<file path="src/lp_map.svh">
// What this block does
// - ambient result bytes at 85h, 86h
// - ambient result bytes read-only, writes ignored
// - proximity result bytes at 87h, 88h
// - proximity bytes read-only, high byte first
// - frequency field selects test-signal rate
// - frequency field resets to code 10
// - emitter square wave, evaluate against it
// - delay field shifts evaluation after edges
// - dead-time field blanks evaluation around edges
// - pointer loads from the first written byte, advances after every later byte
`ifndef LP_MAP_SVH
`define LP_MAP_SVH

// ----------------------------------------
// bus address and register offsets
// ----------------------------------------
`define DEV_ADDR 7'h13
`define REG_AMB_HI 8'h85
`define REG_AMB_LO 8'h86
`define REG_PROX_HI 8'h87
`define REG_PROX_LO 8'h88
`define REG_FREQ 8'h89
`define REG_TIMING 8'h8a

// ----------------------------------------
// field positions and reset values
// ----------------------------------------
`define FREQ_MSB 1
`define FREQ_LSB 0
`define DELAY_MSB 7
`define DELAY_LSB 5
`define DEAD_MSB 2
`define DEAD_LSB 0
`define FREQ_RESET 2'h2
`define DELAY_RESET 3'h0
`define DEAD_RESET 3'h0
`define RESULT_RESET 16'h0000
`define PTR_RESET 8'h00

// ----------------------------------------
// timing
// ----------------------------------------
`define CLK_KHZ 100000
`define TEST_FREQ_MAX_KHZ 3125

`endif

</file>
<file path="src/lp_pkg.sv">
package lp_pkg;

    typedef enum logic [6:0] {
        ST_IDLE = 7'b0000001,
        ST_ADDR = 7'b0000010,
        ST_ACK_A = 7'b0000100,
        ST_RX = 7'b0001000,
        ST_ACK_W = 7'b0010000,
        ST_TX = 7'b0100000,
        ST_ACK_R = 7'b1000000
    } slave_state_t;

    typedef struct packed {
        logic wr;
        logic first;
        logic rd_done;
        logic [7:0] data;
    } bus_ev_t;

    typedef struct packed {
        logic [2:0] delay;
        logic [2:0] dead;
        logic [1:0] freq;
    } mod_cfg_t;

endpackage

</file>
<file path="src/light_prox_regs.sv">
`timescale 1ns/1ps
`include "lp_map.svh"
module light_prox_regs (
    input wire logic core_clk, // 100 MHz clock
    input wire logic rst, // sync reset, active high
    input wire logic scl, // serial bus clock
    input wire logic sda_in, // serial bus data in
    output logic sda_out, // serial data drive value
    output logic sda_oe_n, // low while pulling data low
    input wire logic [15:0] ambient_result, // new ambient result
    input wire logic ambient_valid, // ambient result strobe
    input wire logic [15:0] prox_result, // new proximity result
    input wire logic prox_valid, // proximity result strobe
    input wire logic prox_active, // proximity measurement running
    output logic ir_drive, // emitter square wave
    output logic demod_phase, // delayed reference for detection
    output logic eval_enable // receiver evaluation window
);
    // ----------------------------------------
    // bus front end
    // ----------------------------------------
    lp_pkg::bus_ev_t ev;
    logic [7:0] rd_data;

    serial_byte_slave u_slave (
        .core_clk(core_clk),
        .rst(rst),
        .scl(scl),
        .sda_in(sda_in),
        .sda_out(sda_out),
        .sda_oe_n(sda_oe_n),
        .rd_data(rd_data),
        .ev(ev)
    );

    // ----------------------------------------
    // register file
    // ----------------------------------------
    logic [7:0] ptr;
    logic [15:0] ambient;
    logic [15:0] prox;
    lp_pkg::mod_cfg_t cfg;

    function automatic logic [7:0] read_mux(input logic [7:0] addr, input logic [15:0] amb,
                                            input logic [15:0] prx, input lp_pkg::mod_cfg_t c);
        logic [7:0] r;
        r = 8'h00;
        if (addr == `REG_AMB_HI) begin
            r = amb[15:8];
        end else if (addr == `REG_AMB_LO) begin
            r = amb[7:0];
        end else if (addr == `REG_PROX_HI) begin
            r = prx[15:8];
        end else if (addr == `REG_PROX_LO) begin
            r = prx[7:0];
        end else if (addr == `REG_FREQ) begin
            r[`FREQ_MSB:`FREQ_LSB] = c.freq;
        end else if (addr == `REG_TIMING) begin
            r[`DELAY_MSB:`DELAY_LSB] = c.delay;
            r[`DEAD_MSB:`DEAD_LSB] = c.dead;
        end
        return r;
    endfunction

    assign rd_data = read_mux(ptr, ambient, prox, cfg);

    wire data_wr = ev.wr & ~ev.first;
    wire wr_freq = data_wr && ptr == `REG_FREQ;
    wire wr_timing = data_wr && ptr == `REG_TIMING;
    wire [7:0] next_ptr = ev.first ? ev.data : ptr + 8'h01;
    wire ptr_step = ev.wr | ev.rd_done;

    always_ff @(posedge core_clk) begin
        if (rst) begin
            ptr <= `PTR_RESET;
        end else if (ptr_step) begin
            ptr <= next_ptr;
        end
    end

    // results change only on measurement strobes; bus writes never reach them
    always_ff @(posedge core_clk) begin
        if (rst) begin
            ambient <= `RESULT_RESET;
            prox <= `RESULT_RESET;
        end else begin
            if (ambient_valid) begin
                ambient <= ambient_result;
            end
            if (prox_valid) begin
                prox <= prox_result;
            end
        end
    end

    always_ff @(posedge core_clk) begin
        if (rst) begin
            cfg.freq <= `FREQ_RESET;
            cfg.delay <= `DELAY_RESET;
            cfg.dead <= `DEAD_RESET;
        end else begin
            if (wr_freq) begin
                cfg.freq <= ev.data[`FREQ_MSB:`FREQ_LSB];
            end
            if (wr_timing) begin
                cfg.delay <= ev.data[`DELAY_MSB:`DELAY_LSB];
                cfg.dead <= ev.data[`DEAD_MSB:`DEAD_LSB];
            end
        end
    end

    // ----------------------------------------
    // modulator
    // ----------------------------------------
    // half period of the fastest rate; each code step doubles it
    localparam int HALF_BASE_I = `CLK_KHZ / (2 * `TEST_FREQ_MAX_KHZ);
    localparam logic [7:0] HALF_BASE = HALF_BASE_I[7:0];

    logic [7:0] phase_cnt;
    logic [6:0] ir_hist;
    wire [7:0] half_len = HALF_BASE << cfg.freq;
    wire phase_end = phase_cnt == half_len - 8'h01;
    wire [7:0] next_phase = phase_end ? 8'h00 : phase_cnt + 8'h01;
    wire next_ir = phase_end ? ~ir_drive : ir_drive;
    // tap k is the emitter level k cycles back; history starts low, so the
    // reference cannot rise before the first delayed edge after activation
    wire [7:0] ir_taps = {ir_hist, next_ir};
    wire [7:0] delay_ext = {5'h00, cfg.delay};
    wire [7:0] dead_ext = {5'h00, cfg.dead};
    wire before_delay = next_phase < delay_ext;
    // position relative to the delayed edge, wrapped into one half period
    wire [7:0] rel_pos = before_delay ? next_phase + half_len - delay_ext : next_phase - delay_ext;
    wire in_window = rel_pos >= dead_ext && rel_pos < half_len - dead_ext;

    always_ff @(posedge core_clk) begin
        if (rst || !prox_active) begin
            phase_cnt <= 8'h00;
            ir_hist <= 7'h00;
            ir_drive <= 1'b0;
            demod_phase <= 1'b0;
            eval_enable <= 1'b0;
        end else begin
            phase_cnt <= next_phase;
            ir_hist <= ir_taps[6:0];
            ir_drive <= next_ir;
            demod_phase <= ir_taps[cfg.delay];
            eval_enable <= in_window;
        end
    end
endmodule // light_prox_regs

</file>
<file path="src/serial_byte_slave.sv">
`timescale 1ns/1ps
`include "lp_map.svh"
module serial_byte_slave (
    input wire logic core_clk, // system clock
    input wire logic rst, // sync reset
    input wire logic scl, // bus clock level
    input wire logic sda_in, // bus data level
    output logic sda_out, // data drive value
    output logic sda_oe_n, // low while pulling data low
    input wire logic [7:0] rd_data, // byte at pointer
    output lp_pkg::bus_ev_t ev // one-cycle bus events
);
    lp_pkg::slave_state_t state;
    logic scl_q;
    logic sda_q;
    logic [3:0] bitcnt;
    logic [7:0] shreg;
    logic rw;
    logic first;

    wire scl_rise = scl & ~scl_q;
    wire scl_fall = ~scl & scl_q;
    wire start_cond = scl & scl_q & sda_q & ~sda_in;
    wire stop_cond = scl & scl_q & ~sda_q & sda_in;
    wire [7:0] shifted = {shreg[6:0], sda_in};
    wire addr_hit = shreg[7:1] == `DEV_ADDR;

    always_ff @(posedge core_clk) begin
        scl_q <= scl;
        sda_q <= sda_in;
        ev <= '0;
        sda_out <= 1'b0;
        if (rst) begin
            state <= lp_pkg::ST_IDLE;
            sda_oe_n <= 1'b1;
            bitcnt <= 4'h0;
            shreg <= 8'h00;
            rw <= 1'b0;
            first <= 1'b0;
        end else if (start_cond) begin
            state <= lp_pkg::ST_ADDR;
            bitcnt <= 4'h0;
            sda_oe_n <= 1'b1;
        end else if (stop_cond) begin
            state <= lp_pkg::ST_IDLE;
            sda_oe_n <= 1'b1;
        end else begin
            case (state)
                lp_pkg::ST_ADDR, lp_pkg::ST_RX: begin
                    if (scl_rise && bitcnt != 4'h8) begin
                        shreg <= shifted;
                        bitcnt <= bitcnt + 4'h1;
                    end else if (scl_fall && bitcnt == 4'h8) begin
                        bitcnt <= 4'h0;
                        if (state == lp_pkg::ST_RX) begin
                            ev.wr <= 1'b1;
                            ev.first <= first;
                            ev.data <= shreg;
                            first <= 1'b0;
                            sda_oe_n <= 1'b0;
                            state <= lp_pkg::ST_ACK_W;
                        end else if (addr_hit) begin
                            rw <= shreg[0];
                            sda_oe_n <= 1'b0;
                            state <= lp_pkg::ST_ACK_A;
                        end else begin
                            state <= lp_pkg::ST_IDLE;
                        end
                    end
                end
                lp_pkg::ST_ACK_A, lp_pkg::ST_ACK_W: begin
                    if (scl_fall) begin
                        bitcnt <= 4'h0;
                        if (state == lp_pkg::ST_ACK_A && rw) begin
                            shreg <= rd_data;
                            sda_oe_n <= rd_data[7];
                            state <= lp_pkg::ST_TX;
                        end else begin
                            first <= state == lp_pkg::ST_ACK_A;
                            sda_oe_n <= 1'b1;
                            state <= lp_pkg::ST_RX;
                        end
                    end
                end
                lp_pkg::ST_TX: begin
                    if (scl_fall) begin
                        if (bitcnt == 4'h7) begin
                            ev.rd_done <= 1'b1;
                            sda_oe_n <= 1'b1;
                            state <= lp_pkg::ST_ACK_R;
                        end else begin
                            shreg <= {shreg[6:0], 1'b0};
                            sda_oe_n <= shreg[6];
                            bitcnt <= bitcnt + 4'h1;
                        end
                    end
                end
                lp_pkg::ST_ACK_R: begin
                    // a nack ends the read; only a new start revives the slave
                    if (scl_rise && sda_in) begin
                        state <= lp_pkg::ST_IDLE;
                    end else if (scl_fall) begin
                        bitcnt <= 4'h0;
                        shreg <= rd_data;
                        sda_oe_n <= rd_data[7];
                        state <= lp_pkg::ST_TX;
                    end
                end
                default: begin
                    sda_oe_n <= 1'b1;
                end
            endcase
        end
    end
endmodule // serial_byte_slave

</file>
<file path="config.mk">
export PLATFORM = sky130hd
export DESIGN_NAME = light_prox_regs
export DESIGN_NICKNAME = d
export VERILOG_FILES = /design/src/lp_pkg.sv /design/src/light_prox_regs.sv /design/src/serial_byte_slave.sv
export VERILOG_INCLUDE_DIRS = /design/src /design/src/src
export SDC_FILE = /design/constraint.sdc
export NUM_CORES = 1
export LEC_CHECK = 0
export BUFFER_PORTS_ARGS = -buffer_cell sky130_fd_sc_hd__buf_2
export CAP_MARGIN = 20
export CELL_PAD_IN_SITES_DETAIL_PLACEMENT = 1
export CELL_PAD_IN_SITES_GLOBAL_PLACEMENT = 1
export CORE_MARGIN = 3
export CORE_UTILIZATION = 40
export CTS_BUF_LIST = sky130_fd_sc_hd__clkbuf_16
export CTS_CLUSTER_SIZE = 30
export DETAILED_ROUTE_END_ITERATION = 12
export PLACE_DENSITY_LB_ADDON = 0.1
export SLEW_MARGIN = 20
export SYNTH_ARGS = -nofsm -noshare
export SYNTH_HDL_FRONTEND = slang
export SYNTH_SLANG_ARGS = --single-unit
</file>
<file path="constraint.sdc">
create_clock -name core_clk -period 7.45 [get_ports core_clk]
set_clock_uncertainty 0.2 [all_clocks]
set_input_delay 0.745 -clock core_clk [delete_from_list [all_inputs] [get_ports core_clk]]
set_output_delay 0.745 -clock core_clk [all_outputs]
set_load 0.005 [all_outputs]
</file>
# == Yosys cells after proc, flatten, opt, wreduce, memory -nomap -nowiden ==
# Cells that the tools add are included.
# classes
addsub,8
n_mux,64
magnitude_cmp,4
n_shift,1
eq_ne,38
bitwise,23
reduce_logical,26
# ops
op,count
$mux W8,13
$mux W7,8
$eq A8 B8 Y1 const B,6
$pmux W8 S4,1
$pmux W7 S4,1
$reduce_and A7 Y1,4
$mux W4,6
$sub A8 B3 Y8,3
$mux W1,19
$mux W3,6
$add A8 B1 Y8 const B,2
$ne A2 B1 Y1 const B,8
$ne A4 B1 Y1 const B,4
$pmux W4 S4,1
$eq A7 B5 Y1 const B,2
$not A1 Y1,14
$mux W2,5
$reduce_and A10 Y1,1
$ne A3 B1 Y1 const B,3
$add A8 B8 Y8,1
$and A1 B1 Y1,8
$eq A8 B8 Y1,1
$ge A8 B3 Y1,1
$lt A8 B3 Y1,1
34 further kinds,45
# totals
reg_bits,101
word_cells,188
inputBits,39

# == Logic depth before layout (Yosys ltp) ==
# Gate-level depths: netlist of run 1.
# depth
word_depth,10
ltp_mapped,23

# == Modules after synthesis ==
# A second synthesis of run 1 with hierarchy kept.
# hier_totals
cells_unflattened,709
area_unflattened_um2,6040.8
# by_module_without_submodules
mod,n_inst,cells_per_inst,area_per_inst_um2
light_prox_regs,1,479,4043.9
serial_byte_slave,1,230,1996.9

# == Worst setup path before layout of run 1 ==
# OpenSTA, ideal clock, no wires.
# synth_path
path_kind,register -> register
start,register cfg[0] (netlist name)
end,register eval_enable
period_less_slack_ns,4.110
arrival_ns,3.833
path_buffers,2
path_stages_with_launch,23
path_slack_ns,3.340
required_time_ns,7.173
setup_time_ns,0.077
cell_sequence,dfxtp_1 buf_2 or2_2 ha_1 xnor2_1 nor3_1 and2_1 buf_4 or2_2 ha_1 inv_1 ha_1 inv_1 o21bai_1 a21oi_1 xnor2_1 and3_1 a211o_1 inv_1 ha_1 nand2_1 o211ai_1 a41oi_2
# synth_between
elab_chain_cells,9
elab_cells_between_ends,13
cone_classes,add/sub: 5; order compare: 3; eq/ne: 1; shift: 1; mux: 2; reduce/logical: 1
# synth_lines
item,line_no,source
"start, declared",light_prox_regs.sv:42,lp_pkg::mod_cfg_t cfg;
$shl A5 B2 Y8 (*),light_prox_regs.sv:121,wire [7:0] half_len = HALF_BASE << cfg.freq;
$sub A8 B1 Y8,light_prox_regs.sv:122,wire phase_end = phase_cnt == half_len - 8'h01;
$eq A8 B8 Y1,light_prox_regs.sv:122,
$mux W8,light_prox_regs.sv:123,wire [7:0] next_phase = phase_end ? 8'h00 : phase_cnt + 8'h01;
$add A8 B8 Y8,light_prox_regs.sv:132,wire [7:0] rel_pos = before_delay ? next_phase + half_len - delay_ext : next_phase - delay_ext;
$sub A8 B3 Y8,light_prox_regs.sv:132,
$mux W8,light_prox_regs.sv:132,
$ge A8 B3 Y1 or $lt A8 B8 Y1 (tied branches),light_prox_regs.sv:133,wire in_window = rel_pos >= dead_ext && rel_pos < half_len - dead_ext;
$logic_and A1 B1 Y1 (*),light_prox_regs.sv:133,
"end signal, assigned",light_prox_regs.sv:147,eval_enable <= in_window;
"end, declared",light_prox_regs.sv:17,output logic eval_enable
# Mark *: on every way between the ends. The rest lies on a longest branch, timed or not.
# A chain may end at the register's enable or synchronous reset.

# == Final worst setup path of run 1 ==
# layout_path
start,register cfg[1] (netlist name)
end,register eval_enable
# The elaborated chain is that of the path after synthesis.

==> results by group, run 1 <==
Status
  • Status: finished, final reports clean

STA
  • RSZ-0062 raised after global routing: false
  • Fin. max-slew vios: 0
  • Period utilization: 61.7%
  • Worst Tran Pin Value: 0.857 ns
  • Final min period: between 4 and 5 ns
  • Final Hold Fails: 0
  • Worst relative slew slack: between 40% and 50%
  • Setup ws final: 2.86 ns
  • Setup violators final: 0
  • Max Clk Rate: 0.218 GHz
  • Setup TNS: 0 ns

Logic synthesis
  • Synth cell types: 76
  • Yosys top cell area share: roughly a third
  • Net Count, Synth: between 700 and 800
  • Sequential share of the synthesized area: 33.7%
  • Cells after Synth: 713
  • Post-synth EDFFs: 0
  • Ys flop type: dfxtp_1
  • Synth Warn #: 0
  • Count leader, synth: nor2_1
  • Mapped Area: 0.00594 mm^2
  • Syn Area/Cell: 8.34 um^2
  • Synth area leader: dfxtp_1
  • Async set or reset register ratio after synthesis: 0%
  • Most common library cells after synthesis: nor2_1 (107), dfxtp_1 (100), mux2i_1 (50), nand2_1 (49), a21oi_1 (45)
  • Seq cells post-synth: 100
  • Top cells by area, synth: dfxtp_1 (34%), mux2i_1 (8.4%), ha_1 (6.9%)

Drt
  • WL met2: roughly 7.8 mm
  • ANT nets after route: 0
  • Met3 WL: approximately 530 um
  • WL met1: slightly above 7 mm
  • Final wirelength: 15.8 mm
  • Top Metal Used: met4
  • Drc violations: 0
  • 1st-iter DRT viols: 266
  • Vias: 4,998
  • DR WL/cell: 17.3 um
  • Drt first pass iters: 4
  • Vias per cell: 5.48

Worst setup path
  • Crit Path Max Fanout: 11
  • CP most frequent cell: ha_1
  • Peak per-stage delay on the critical path: 0.39 ns
  • Critical path cell sequence: or2_2, ha_1, xnor2_1, nor3_1, and2_1, nand2b_1, ha_1, inv_1, ha_1, a21oi_1, o21bai_1, a21oi_1, xnor2_1, and3_1, a211o_1, inv_1, ha_1, nand2_1, o211ai_1, a41oi_2
  • Slowest CP cell: dfxtp_1
  • CP Data Arrival Time: between 4 and 5 ns
  • Largest delay share family, worst path: simple AND/OR/NAND/NOR gates
  • Worst EP required: roughly 7.5 ns
  • Crit end category: flop
  • Crit start category: flop
  • Crit path buf inv count: 2
  • CP Class: flop to flop

CTS
  • Postcts setup bufs: 0
  • Resized cells post-CTS: 0
  • Hold-fix buffers at CTS: 0
  • Clk root buf: clkbuf_16
  • CTS sink cnt: 100
  • Clock H-tree levels: 3
  • Clock buffer depth: 2
  • CTS tree: built
  • CTS buffer count: 9
  • Worst skew pair latency: 0.35 ns
  • Clock-pin slew on the worst setup and hold paths: 0.07 ns

Worst hold path
  • Min-Delay Path Class: flop to flop

Final layout
  • Proportion of layout cells with a drive suffix above 1: between 10% and 20%
  • Fin nets: about 800
  • Area occupied by registers: 0.00200 mm^2
  • Fillers: 1,738
  • Area Overhead vs Synth: 8.95%
  • Post-route cell area: 0.00647 mm^2
  • Ant diodes: 0
  • Footprint of the multi-input gates: 0.00360 mm^2

Global route
  • Initial antenna violation count: 0
  • Vias in the first global route: 5,252
  • Pin count of the biggest net entering global routing: 66
  • Global-route wire length before repair: 26.7 mm
  • Grt ovf: 0
  • Total Routing Usage GR: 20.2%

Job
  • Max_cap viols: 0

Power
  • Sw frac: 23.9%
  • Comb pwr share: slightly below 8%
  • Lkg Pwr: about 2.6 nW
  • Max rail drop VDD: 0.000117 V
  • Psw: between 0.0002 and 0.0003 W
  • P per Cell Area: 171 mW/mm^2
  • Clock share of power: 42.4%
  • Int Pwr: ~0.00084 W
  • Reg power frac: 49.9%

Die
  • Die width: 128 um
  • IO Pins: 44
  • Die height: 128 um
  • DIE AREA: approximately 0.016 mm^2
  • Num rows: 43
  • Initial Util: 41.8%
  • Core Footprint: about 0.014 mm^2

Placement
  • DP HPWL: 12.0 mm
  • Final Wtd Congestion: 0.911
  • Pre-CTS WS: about 2.9 ns
  • PortBufs: 42
  • Dpl cell area: 0.00619 mm^2
[final cells by class]
type	instances	share of cell area [%]
clock buffers	9	3.48
clock inverters	6	0.966
inverters	39	2.26
multi-input cells	535	55.5
flip-flops and latches	100	30.9
well taps	180	3.48
repair buffers	43	3.36
[routing by layer]
metal | GRT usage, % | up-vias
li1 | - | 2494
met1 | 25.9 | 2414
met2 | 34.9 | 76
met3 | 3.79 | 14
met4 | 4.93 | 0
met5 | 0 | -
[layout by cell type, fill, tap and decap left out, drive strengths merged, types with 9 or more instances in the layout]
cell    count
a21oi      45
and2       20
buf        43
clkbuf      9
dfxtp     100
ha         33
inv        41
mux2i      50
nand2      50
nand2b     13
nand3      26
nor2      108
nor3       13
o21ai      28
xnor2      18
[registers in the layout, summed over array words and instances (netlist names)]
name              cells
ambient              16
prox                 16
u_slave.ev           11
cfg                   8
phase_cnt             8
ptr                   8
u_slave.shreg         8
ir_hist               7
u_slave.state         7
u_slave.bitcnt        4
demod_phase           1
eval_enable           1
u_slave.first         1
u_slave.rw            1
u_slave.scl_q         1
u_slave.sda_oe_n      1
u_slave.sda_q         1
[power groups by stage]
stage	combinational, W	sequential (W)	clock, W
CTS	0.0000864	0.000554	0.000486
floorplan	0.0000602	0.000564	0
detailed placement	0.0000859	0.000567	0
global placement	0.0000825	0.000566	0
global route	0.0000964	0.000556	0.000509
finish	0.0000853	0.000554	0.000470
[cells by family after synthesis]
logic type               after synthesis  share of synthesized area [%]
multiplexers                          55                           9.56
adder cells (fa/ha/maj)               36                           7.96
flip-flops                           100                           33.7
XOR/XNOR                              24                           3.54
other                                  1                         0.0631
AND/OR/NAND/NOR                      282                           24.1
buffers and inverters                 78                           5.81
AO/OA/AOI/OAI                        137                           15.2
[through the flow]
stage,util [%],std cells,hold WS [ns],total power [W]
after floorplan,-,713,0.224,0.000624
after global placement,43.6,897,0.246,0.000648
after detailed placement,43.6,897,0.251,0.000652
after CTS,45.6,912,0.265,0.00113
after global routing,45.6,912,0.293,0.00116
final,45.6,912,0.259,0.00111
[path summary, 6_finish.rpt]
check                           startpoint  depth (start not counted)  slack (ns)     endpoint
worst min register to register  ir_hist[1]                          1        0.26   ir_hist[2]
worst max register to register      cfg[1]                         20        2.86  eval_enable
worst max-delay path                cfg[1]                         20        2.86  eval_enable
worst min-delay path            ir_hist[1]                          1        0.26   ir_hist[2]
Power figures use the tool's default switching activity.
==> run 2: changes to the inputs <==
==> constraint.sdc (replaced) <==
create_clock -name core_clk -period 4.2 [get_ports core_clk]
set_clock_uncertainty 0.2 [all_clocks]
set_input_delay 0.42 -clock core_clk [delete_from_list [all_inputs] [get_ports core_clk]]
set_output_delay 0.42 -clock core_clk [all_outputs]
set_load 0.005 [all_outputs]
==> run 2 against run 1 <==
Wire length is 2.0% higher. Utilization is 0.80 points higher. Largest power group unchanged. Register-to-register slack worse by 2.6 ns. Combinational power is 81% higher. Worst setup slack worse by 2.6 ns. Die area stayed put. First-iteration DRC count is 16% lower. Non-clock buffer count is 11 higher. Final area is 1.8% higher. Critical path type unchanged. Critical path depth stayed put. Clock power is 69% higher. Largest cell class unchanged. Sequential share of layout area is 0.53 points lower.
==> results by group, run 2 (synthesis results as in run 1) <==
Die
  • Die height: 128 um (unchanged)
  • Initial Util: 41.8% (unchanged)
  • Die width: 128 um (unchanged)
  • DIE AREA: 0.0164 mm^2 (unchanged)
  • IO Pins: 44 (unchanged)
  • Core Footprint: 0.0142 mm^2 (unchanged)
  • Num rows: 43 (unchanged)

CTS
  • Worst skew pair latency: 0.35 ns (about the same)
  • CTS sink cnt: 100 (unchanged)
  • CTS buffer count: 9 (unchanged)
  • Clock buffer depth: 2 (unchanged)
  • Hold-fix buffers at CTS: 0 (unchanged)
  • Clk root buf: clkbuf_16
  • Clock-pin slew on the worst setup and hold paths: 0.07 ns (about the same)
  • Clock H-tree levels: 3 (unchanged)
  • CTS tree: built

Worst setup path
  • Crit start category: flop
  • Crit path launch: cfg[1]
  • Reg2Reg Capture Point: eval_enable
  • Slowest CP cell: dfxtp_1
  • Crit end category: flop
  • Crit path buf inv count: 3 (+1)
  • Worst EP required: 4.28 ns (-3.24 ns)
  • Worst reg2reg path startpoint: cfg[1]
  • CP Class: flop to flop
  • Largest delay share family, worst path: adder cells
  • Peak per-stage delay on the critical path: 0.35 ns (-0.04 ns)
  • Crit Path Max Fanout: 6 (-5)
  • Worst reg-to-reg path cell count: 20 (unchanged)
  • CP Data Arrival Time: 4.01 ns (-0.66 ns)
  • Critical path cell sequence: or2_4, ha_4, xnor2_2, nor3_2, and2_4, or2_2, ha_1, inv_1, ha_1, inv_1, o21bai_1, a21oi_1, xnor2_1, and3_1, a211o_1, inv_1, ha_1, nand2_1, o211ai_1, a41oi_2
  • Reg2reg setup slack: 0.26 ns (-2.59 ns)

Drt
  • ANT nets after route: 0 (unchanged)
  • DR WL/cell: 17.4 um (+0.72%)
  • Vias: 5,104 (+2.1%)
  • Drc violations: 0 (unchanged)
  • Drt first pass iters: 4 (unchanged)
  • Final wirelength: 16.1 mm (+2.0%)
  • 1st-iter DRT viols: 224 (-16%)
  • Vias per cell: 5.52 (+0.79%)

Global route
  • Initial antenna violation count: 0 (unchanged)
  • Total Routing Usage GR: 20.5% (+0.36 points)
  • Global-route wire length before repair: 27.2 mm (+2.0%)
  • Vias in the first global route: 5,359 (+2.0%)
  • Grt ovf: 0 (unchanged)
  • Pin count of the biggest net entering global routing: 65 (-1.5%)

Final layout
  • Commonest cells after routing, fill and taps aside: nor2_1 (107), dfxtp_1 (100), mux2i_1 (50)
  • Most common cell after layout, fill and taps aside: nor2_1
  • Area Overhead vs Synth: 10.9%
  • Proportion of layout cells with a drive suffix above 1: 14.0% (+2.4 points)
  • Ant diodes: 0 (unchanged)
  • Post-route cell area: 0.00659 mm^2 (+1.8%)
  • Fin nets: 814 (+1.4%)
  • Final instance count without filler cells: 924 (+1.3%)
  • Largest regs: ambient (16), prox (16), u_slave.ev (11)

STA
  • Setup ws final: 0.264 ns (-2.59 ns)
  • Final Hold Fails: 0 (unchanged)
  • Final min period: 3.94 ns (-0.657 ns)
  • Max Clk Rate: 0.254 GHz (+17%)
  • RSZ-0062 raised after global routing: false
  • Worst Tran Pin Value: 0.918 ns (+0.0601 ns)
  • Period utilization: 93.7% (+32 points)
  • Worst relative slew slack: 38.8% (-4.0 points)
  • Setup violators final: 0 (unchanged)
  • Fin. max-slew vios: 0 (unchanged)

Placement
  • Final Wtd Congestion: 0.935 (+2.7%)
  • Post-Place Cells: 908 (+1.2%)
  • Dpl cell area: 0.00627 mm^2 (+1.3%)
  • Pre-CTS WS: -0.00649 ns (-2.87 ns)
  • DP HPWL: 12.3 mm (+2.9%)
  • PortBufs: 42 (unchanged)

Power
  • Psw: 0.000487 W (+84%)
  • Int Pwr: 0.00144 W (+71%)
  • Sw frac: 25.2% (+1.3 points)
  • Lkg Pwr: 2.69 nW (+1.8%)
  • Comb pwr share: 8.0% (+0.3 points)
  • Max rail drop VDD: 0.000254 V (+120%)
  • Clock share of power: 41.2% (-1.2 points)
  • P per Cell Area: 293 mW/mm^2 (+71%)
  • Reg power frac: 50.9% (+1.0 points)
  • Total power: 0.00193 W (+74%)

Worst hold path
  • Min-Delay Path Class: input port to flop
  • HP Start: sda_in
  • WHS Endpoint: u_slave.sda_q
  • Hold path cells: 1 (unchanged)

Job
  • Max_cap viols: 0 (unchanged)

Status
  • Status: finished, final reports clean
## run 2: changes by cell type in the layout (fill, tap and decap cells not counted), sizes merged
| cell | before | now |
|---|---|---|
| buf | 43 | 54 |
| bufinv | 1 | 0 |
| clkinvlp | 0 | 2 |
## run 2: timing repair
action                     in CTS  in global routing
gates resized for setup         1                  7
pin swaps                       0                  1
setup endpoints to repair       1                  1
setup buffers                   0                  0
## run 2: area by class of cell
| cell class | count | area (um^2) |
|---|---|---|
| multi-input cells | 535 | 3640 |
| clock buffers | 9 | 225 |
| repair buffers | 54 | 300 |
| well taps | 180 | 225 |
| inverters | 39 | 146 |
| fillers | 1729 | 7610 |
| clock inverters | 7 | 50.0 |
| flip-flops and latches | 100 | 2000 |
## run 2: power by group through the flow
| stage | clock [W] | sequential, W | combinational (W) |
|---|---|---|---|
| global placement | 0 | 0.00100 | 0.000148 |
| global route | 0.000857 | 0.000986 | 0.000175 |
| floorplan | 0 | 0.00100 | 0.000107 |
| CTS | 0.000819 | 0.000983 | 0.000156 |
| finish | 0.000795 | 0.000983 | 0.000154 |
| detailed placement | 0 | 0.00100 | 0.000156 |
## run 2: how the worst max path moves through the flow
| stage | slack, ns | end | cells past startpoint |
|---|---|---|---|
| floorplan | 0.09 | eval_enable | 22 |
| global placement | 0.15 | eval_enable | 20 |
| detailed placement | -0.006 | eval_enable | 20 |
| CTS | 0.007 | eval_enable | 20 |
| global route | 0.02 | eval_enable | 18 |
| finish | 0.26 | eval_enable | 20 |
## run 2: layer usage
layer	track usage (%)	share of wire [%]	vias to the layer above
met1	25.0	45	2489
met5	0	0	-
met2	36.8	51	79
met3	4.33	3.2	18
li1	-	-	2518
met4	4.93	1.3	0
## run 2: metrics by stage
| stage | setup TNS, ns | utilization, % | hold slack (ns) |
|---|---|---|---|
| 3_5_place_dp | -0.00649 | 44.1 | 0.243 |
| 6_report | 0 | 46.4 | 0.0740 |
| 3_3_place_gp | 0 | 44.1 | 0.243 |
| 5_1_grt | 0 | 46.4 | 0.0747 |
| 2_1_floorplan | 0 | - | 0.224 |
| 4_1_cts | 0 | 46.1 | 0.0545 |
==> run 3: changes to the inputs <==
--- a/config.mk
+++ b/config.mk
@@ -11,7 +11,7 @@
 export CELL_PAD_IN_SITES_DETAIL_PLACEMENT = 1
 export CELL_PAD_IN_SITES_GLOBAL_PLACEMENT = 1
 export CORE_MARGIN = 3
-export CORE_UTILIZATION = 40
+export CORE_UTILIZATION = 50
 export CTS_BUF_LIST = sky130_fd_sc_hd__clkbuf_16
 export CTS_CLUSTER_SIZE = 30
 export DETAILED_ROUTE_END_ITERATION = 12
==> constraint.sdc (replaced) <==
create_clock -name core_clk -period 5.1 [get_ports core_clk]
set_clock_uncertainty 0.2 [all_clocks]
set_input_delay 0.51 -clock core_clk [delete_from_list [all_inputs] [get_ports core_clk]]
set_output_delay 0.51 -clock core_clk [all_outputs]
set_load 0.005 [all_outputs]
==> run 3 against run 2 <==
Combinational power is 18% lower. Global-route usage is 4.7 points higher. Via count decreased by 0.71%. Critical path depth is the same. Non-clock buffer count fell by 11. Register-to-register slack gained 0.35 ns. Utilization rose by 9.3 points. Worst setup slack improved by 0.35 ns. Critical path type unchanged. Largest power group unchanged. Highest routed layer unchanged.
==> results by group, run 3 (synthesis results as in run 1) <==
Status
  • Status: finished, final reports clean

CTS
  • Clock buffer depth: 2 (unchanged)
  • Resized cells post-CTS: 0 (-1)
  • Clk root buf: clkbuf_16
  • Postcts setup bufs: 0 (unchanged)
  • Clock-pin slew on the worst setup and hold paths: 0.07 ns (about the same)
  • CTS sink cnt: 100 (unchanged)
  • CTS tree: built
  • Worst skew pair latency: 0.35 ns (about the same)
  • Hold-fix buffers at CTS: 0 (unchanged)
  • CTS buffer count: 9 (unchanged)
  • Clock H-tree levels: 3 (unchanged)

Die
  • DIE AREA: 0.0132 mm^2 (-19%)
  • IO Pins: 44 (unchanged)
  • Core Footprint: 0.0115 mm^2 (-19%)
  • Initial Util: 51.6% (+9.8 points)
  • Die width: 115 um (-10%)
  • Die height: 115 um (-10%)
  • Num rows: 39 (-9.3%)

Final layout
  • Ant diodes: 0 (unchanged)
  • Most common cell after layout, fill and taps aside: nor2_1
  • Largest regs: ambient (16), prox (16), u_slave.ev (11)
  • Final instance count without filler cells: 876 (-5.2%)
  • Fin nets: 803 (-1.4%)
  • Area Overhead vs Synth: 7.92%
  • Commonest cells after routing, fill and taps aside: nor2_1 (107), dfxtp_1 (100), mux2i_1 (50)
  • Proportion of layout cells with a drive suffix above 1: 11.6% (-2.4 points)

Global route
  • Met3 GRT Util: 5.00% (+0.67 points)
  • Pin count of the biggest net entering global routing: 65 (unchanged)
  • Top Usage Layer GRT: met2
  • Total Routing Usage GR: 25.2% (+4.7 points)
  • GR Layer Usage met2: 45.6% (+8.8 points)
  • Met1 usage: 30.2% (+5.2 points)
  • Grt ovf: 0 (unchanged)
  • Initial antenna violation count: 0 (unchanged)
  • Vias in the first global route: 5,380 (+0.39%)
  • Global-route wire length before repair: 26.6 mm (-2.3%)

Power
  • Comb pwr share: 8.0% (about the same)
  • Reg power frac: 51.0% (about the same)
  • Max rail drop VDD: 0.000215 V (-15%)
  • Psw: 0.000399 W (-18%)
  • Sw frac: 25.1% (-0.092 points)
  • Int Pwr: 0.00119 W (-18%)
  • Clock share of power: 41.0% (-0.2 points)
  • Lkg Pwr: 2.63 nW (-2.2%)
  • P per Cell Area: 247 mW/mm^2 (-16%)

Placement
  • Post-Place Cells: 860 (-5.3%)
  • DP HPWL: 11.8 mm (-4.0%)
  • PortBufs: 42 (unchanged)
  • Final Wtd Congestion: 0.956 (+2.3%)

Worst setup path
  • Crit end category: flop
  • CP most frequent cell: ha_1
  • CP Class: flop to flop
  • CP Data Arrival Time: 4.57 ns (+0.56 ns)
  • Crit path buf inv count: 2 (-1)
  • Worst EP required: 5.18 ns (+0.90 ns)
  • Slowest CP cell: dfxtp_1
  • Crit start category: flop
  • Crit Path Max Fanout: 11 (+5)
  • Critical path cell sequence: or2_2, ha_1, xnor2_1, nor3_1, and2_1, nand2b_1, ha_1, inv_1, ha_1, a21oi_1, o21bai_1, a21oi_1, xnor2_1, and3_1, a211o_1, inv_1, ha_1, nand2_1, o211ai_1, a41oi_2
  • Largest delay share family, worst path: simple AND/OR/NAND/NOR gates
  • Peak per-stage delay on the critical path: 0.39 ns (+0.04 ns)

Drt
  • Vias: 5,068 (-0.71%)
  • DR WL/cell: 18.1 um (+3.9%)
  • Drt first pass iters: 4 (unchanged)
  • ANT nets after route: 0 (unchanged)
  • 1st-iter DRT viols: 270 (+21%)
  • Vias per cell: 5.79 (+4.7%)
  • Drc violations: 0 (unchanged)
  • Final wirelength: 15.8 mm (-1.5%)

STA
  • Period utilization: 88.0% (-5.7 points)
  • Worst Tran Pin Value: 0.904 ns (-0.0138 ns)
  • Fin. max-slew vios: 0 (unchanged)
  • Max Clk Rate: 0.223 GHz (-12%)
  • Setup violators final: 0 (unchanged)
  • Final Hold Fails: 0 (unchanged)
  • Worst relative slew slack: 39.8% (+0.92 points)
  • Setup TNS: 0 ns (unchanged)
  • RSZ-0062 raised after global routing: false
  • Final min period: 4.49 ns (+0.553 ns)

Worst hold path
  • Min-Delay Path Class: input port to flop

Job
  • Max_cap viols: 0 (unchanged)
-- run 3: metrics by stage --
step | utilization [%] | hold WS, ns | worst slack (ns) | instance area, um^2 | power (W)
2_1_floorplan | - | 0.224 | 0.990 | 5940 | 0.000912
3_3_place_gp | 53.3 | 0.243 | 0.775 | 6140 | 0.000947
3_5_place_dp | 53.3 | 0.253 | 0.625 | 6140 | 0.000954
4_1_cts | 55.7 | 0.146 | 0.601 | 6410 | 0.00160
5_1_grt | 55.7 | 0.153 | 0.303 | 6410 | 0.00166
6_report | 55.7 | 0.151 | 0.610 | 6410 | 0.00159
-- run 3: path summary, 6_finish.rpt --
path                   start       endpoint  slack [ns]  depth (start not counted)
setup / recovery      cfg[1]    eval_enable        0.61                         20
setup reg to reg      cfg[1]    eval_enable        0.61                         20
hold reg to reg   ir_hist[4]     ir_hist[5]        0.27                          1
hold / removal        sda_in  u_slave.sda_q        0.15                          1
-- run 3: cell type report --
class	instances	area [um^2]
clock buffer	9	225
clock inverter	7	47.5
fill	1399	5100
inverter	39	146
multi-input combinational	535	3600
sequential	100	2000
tap	143	179
timing repair buffer	43	218
-- run 3: layer usage --
layer | part of all wire (%) | wire, um | vias to the layer above
met5 | 0 | 0 | -
met4 | 1.8 | 278 | 0
met3 | 2.8 | 444 | 19
met2 | 51 | 8050 | 78
met1 | 45 | 7060 | 2462
li1 | - | - | 2509
-- run 3: power by group through the flow --
stage | sequential (W) | clock, W | combinational [W]
after floorplan | 0.000824 | 0 | 0.0000879
after global placement | 0.000827 | 0 | 0.000121
after detailed placement | 0.000828 | 0 | 0.000126
after CTS | 0.000810 | 0.000667 | 0.000128
after global routing | 0.000812 | 0.000703 | 0.000142
final | 0.000810 | 0.000650 | 0.000126
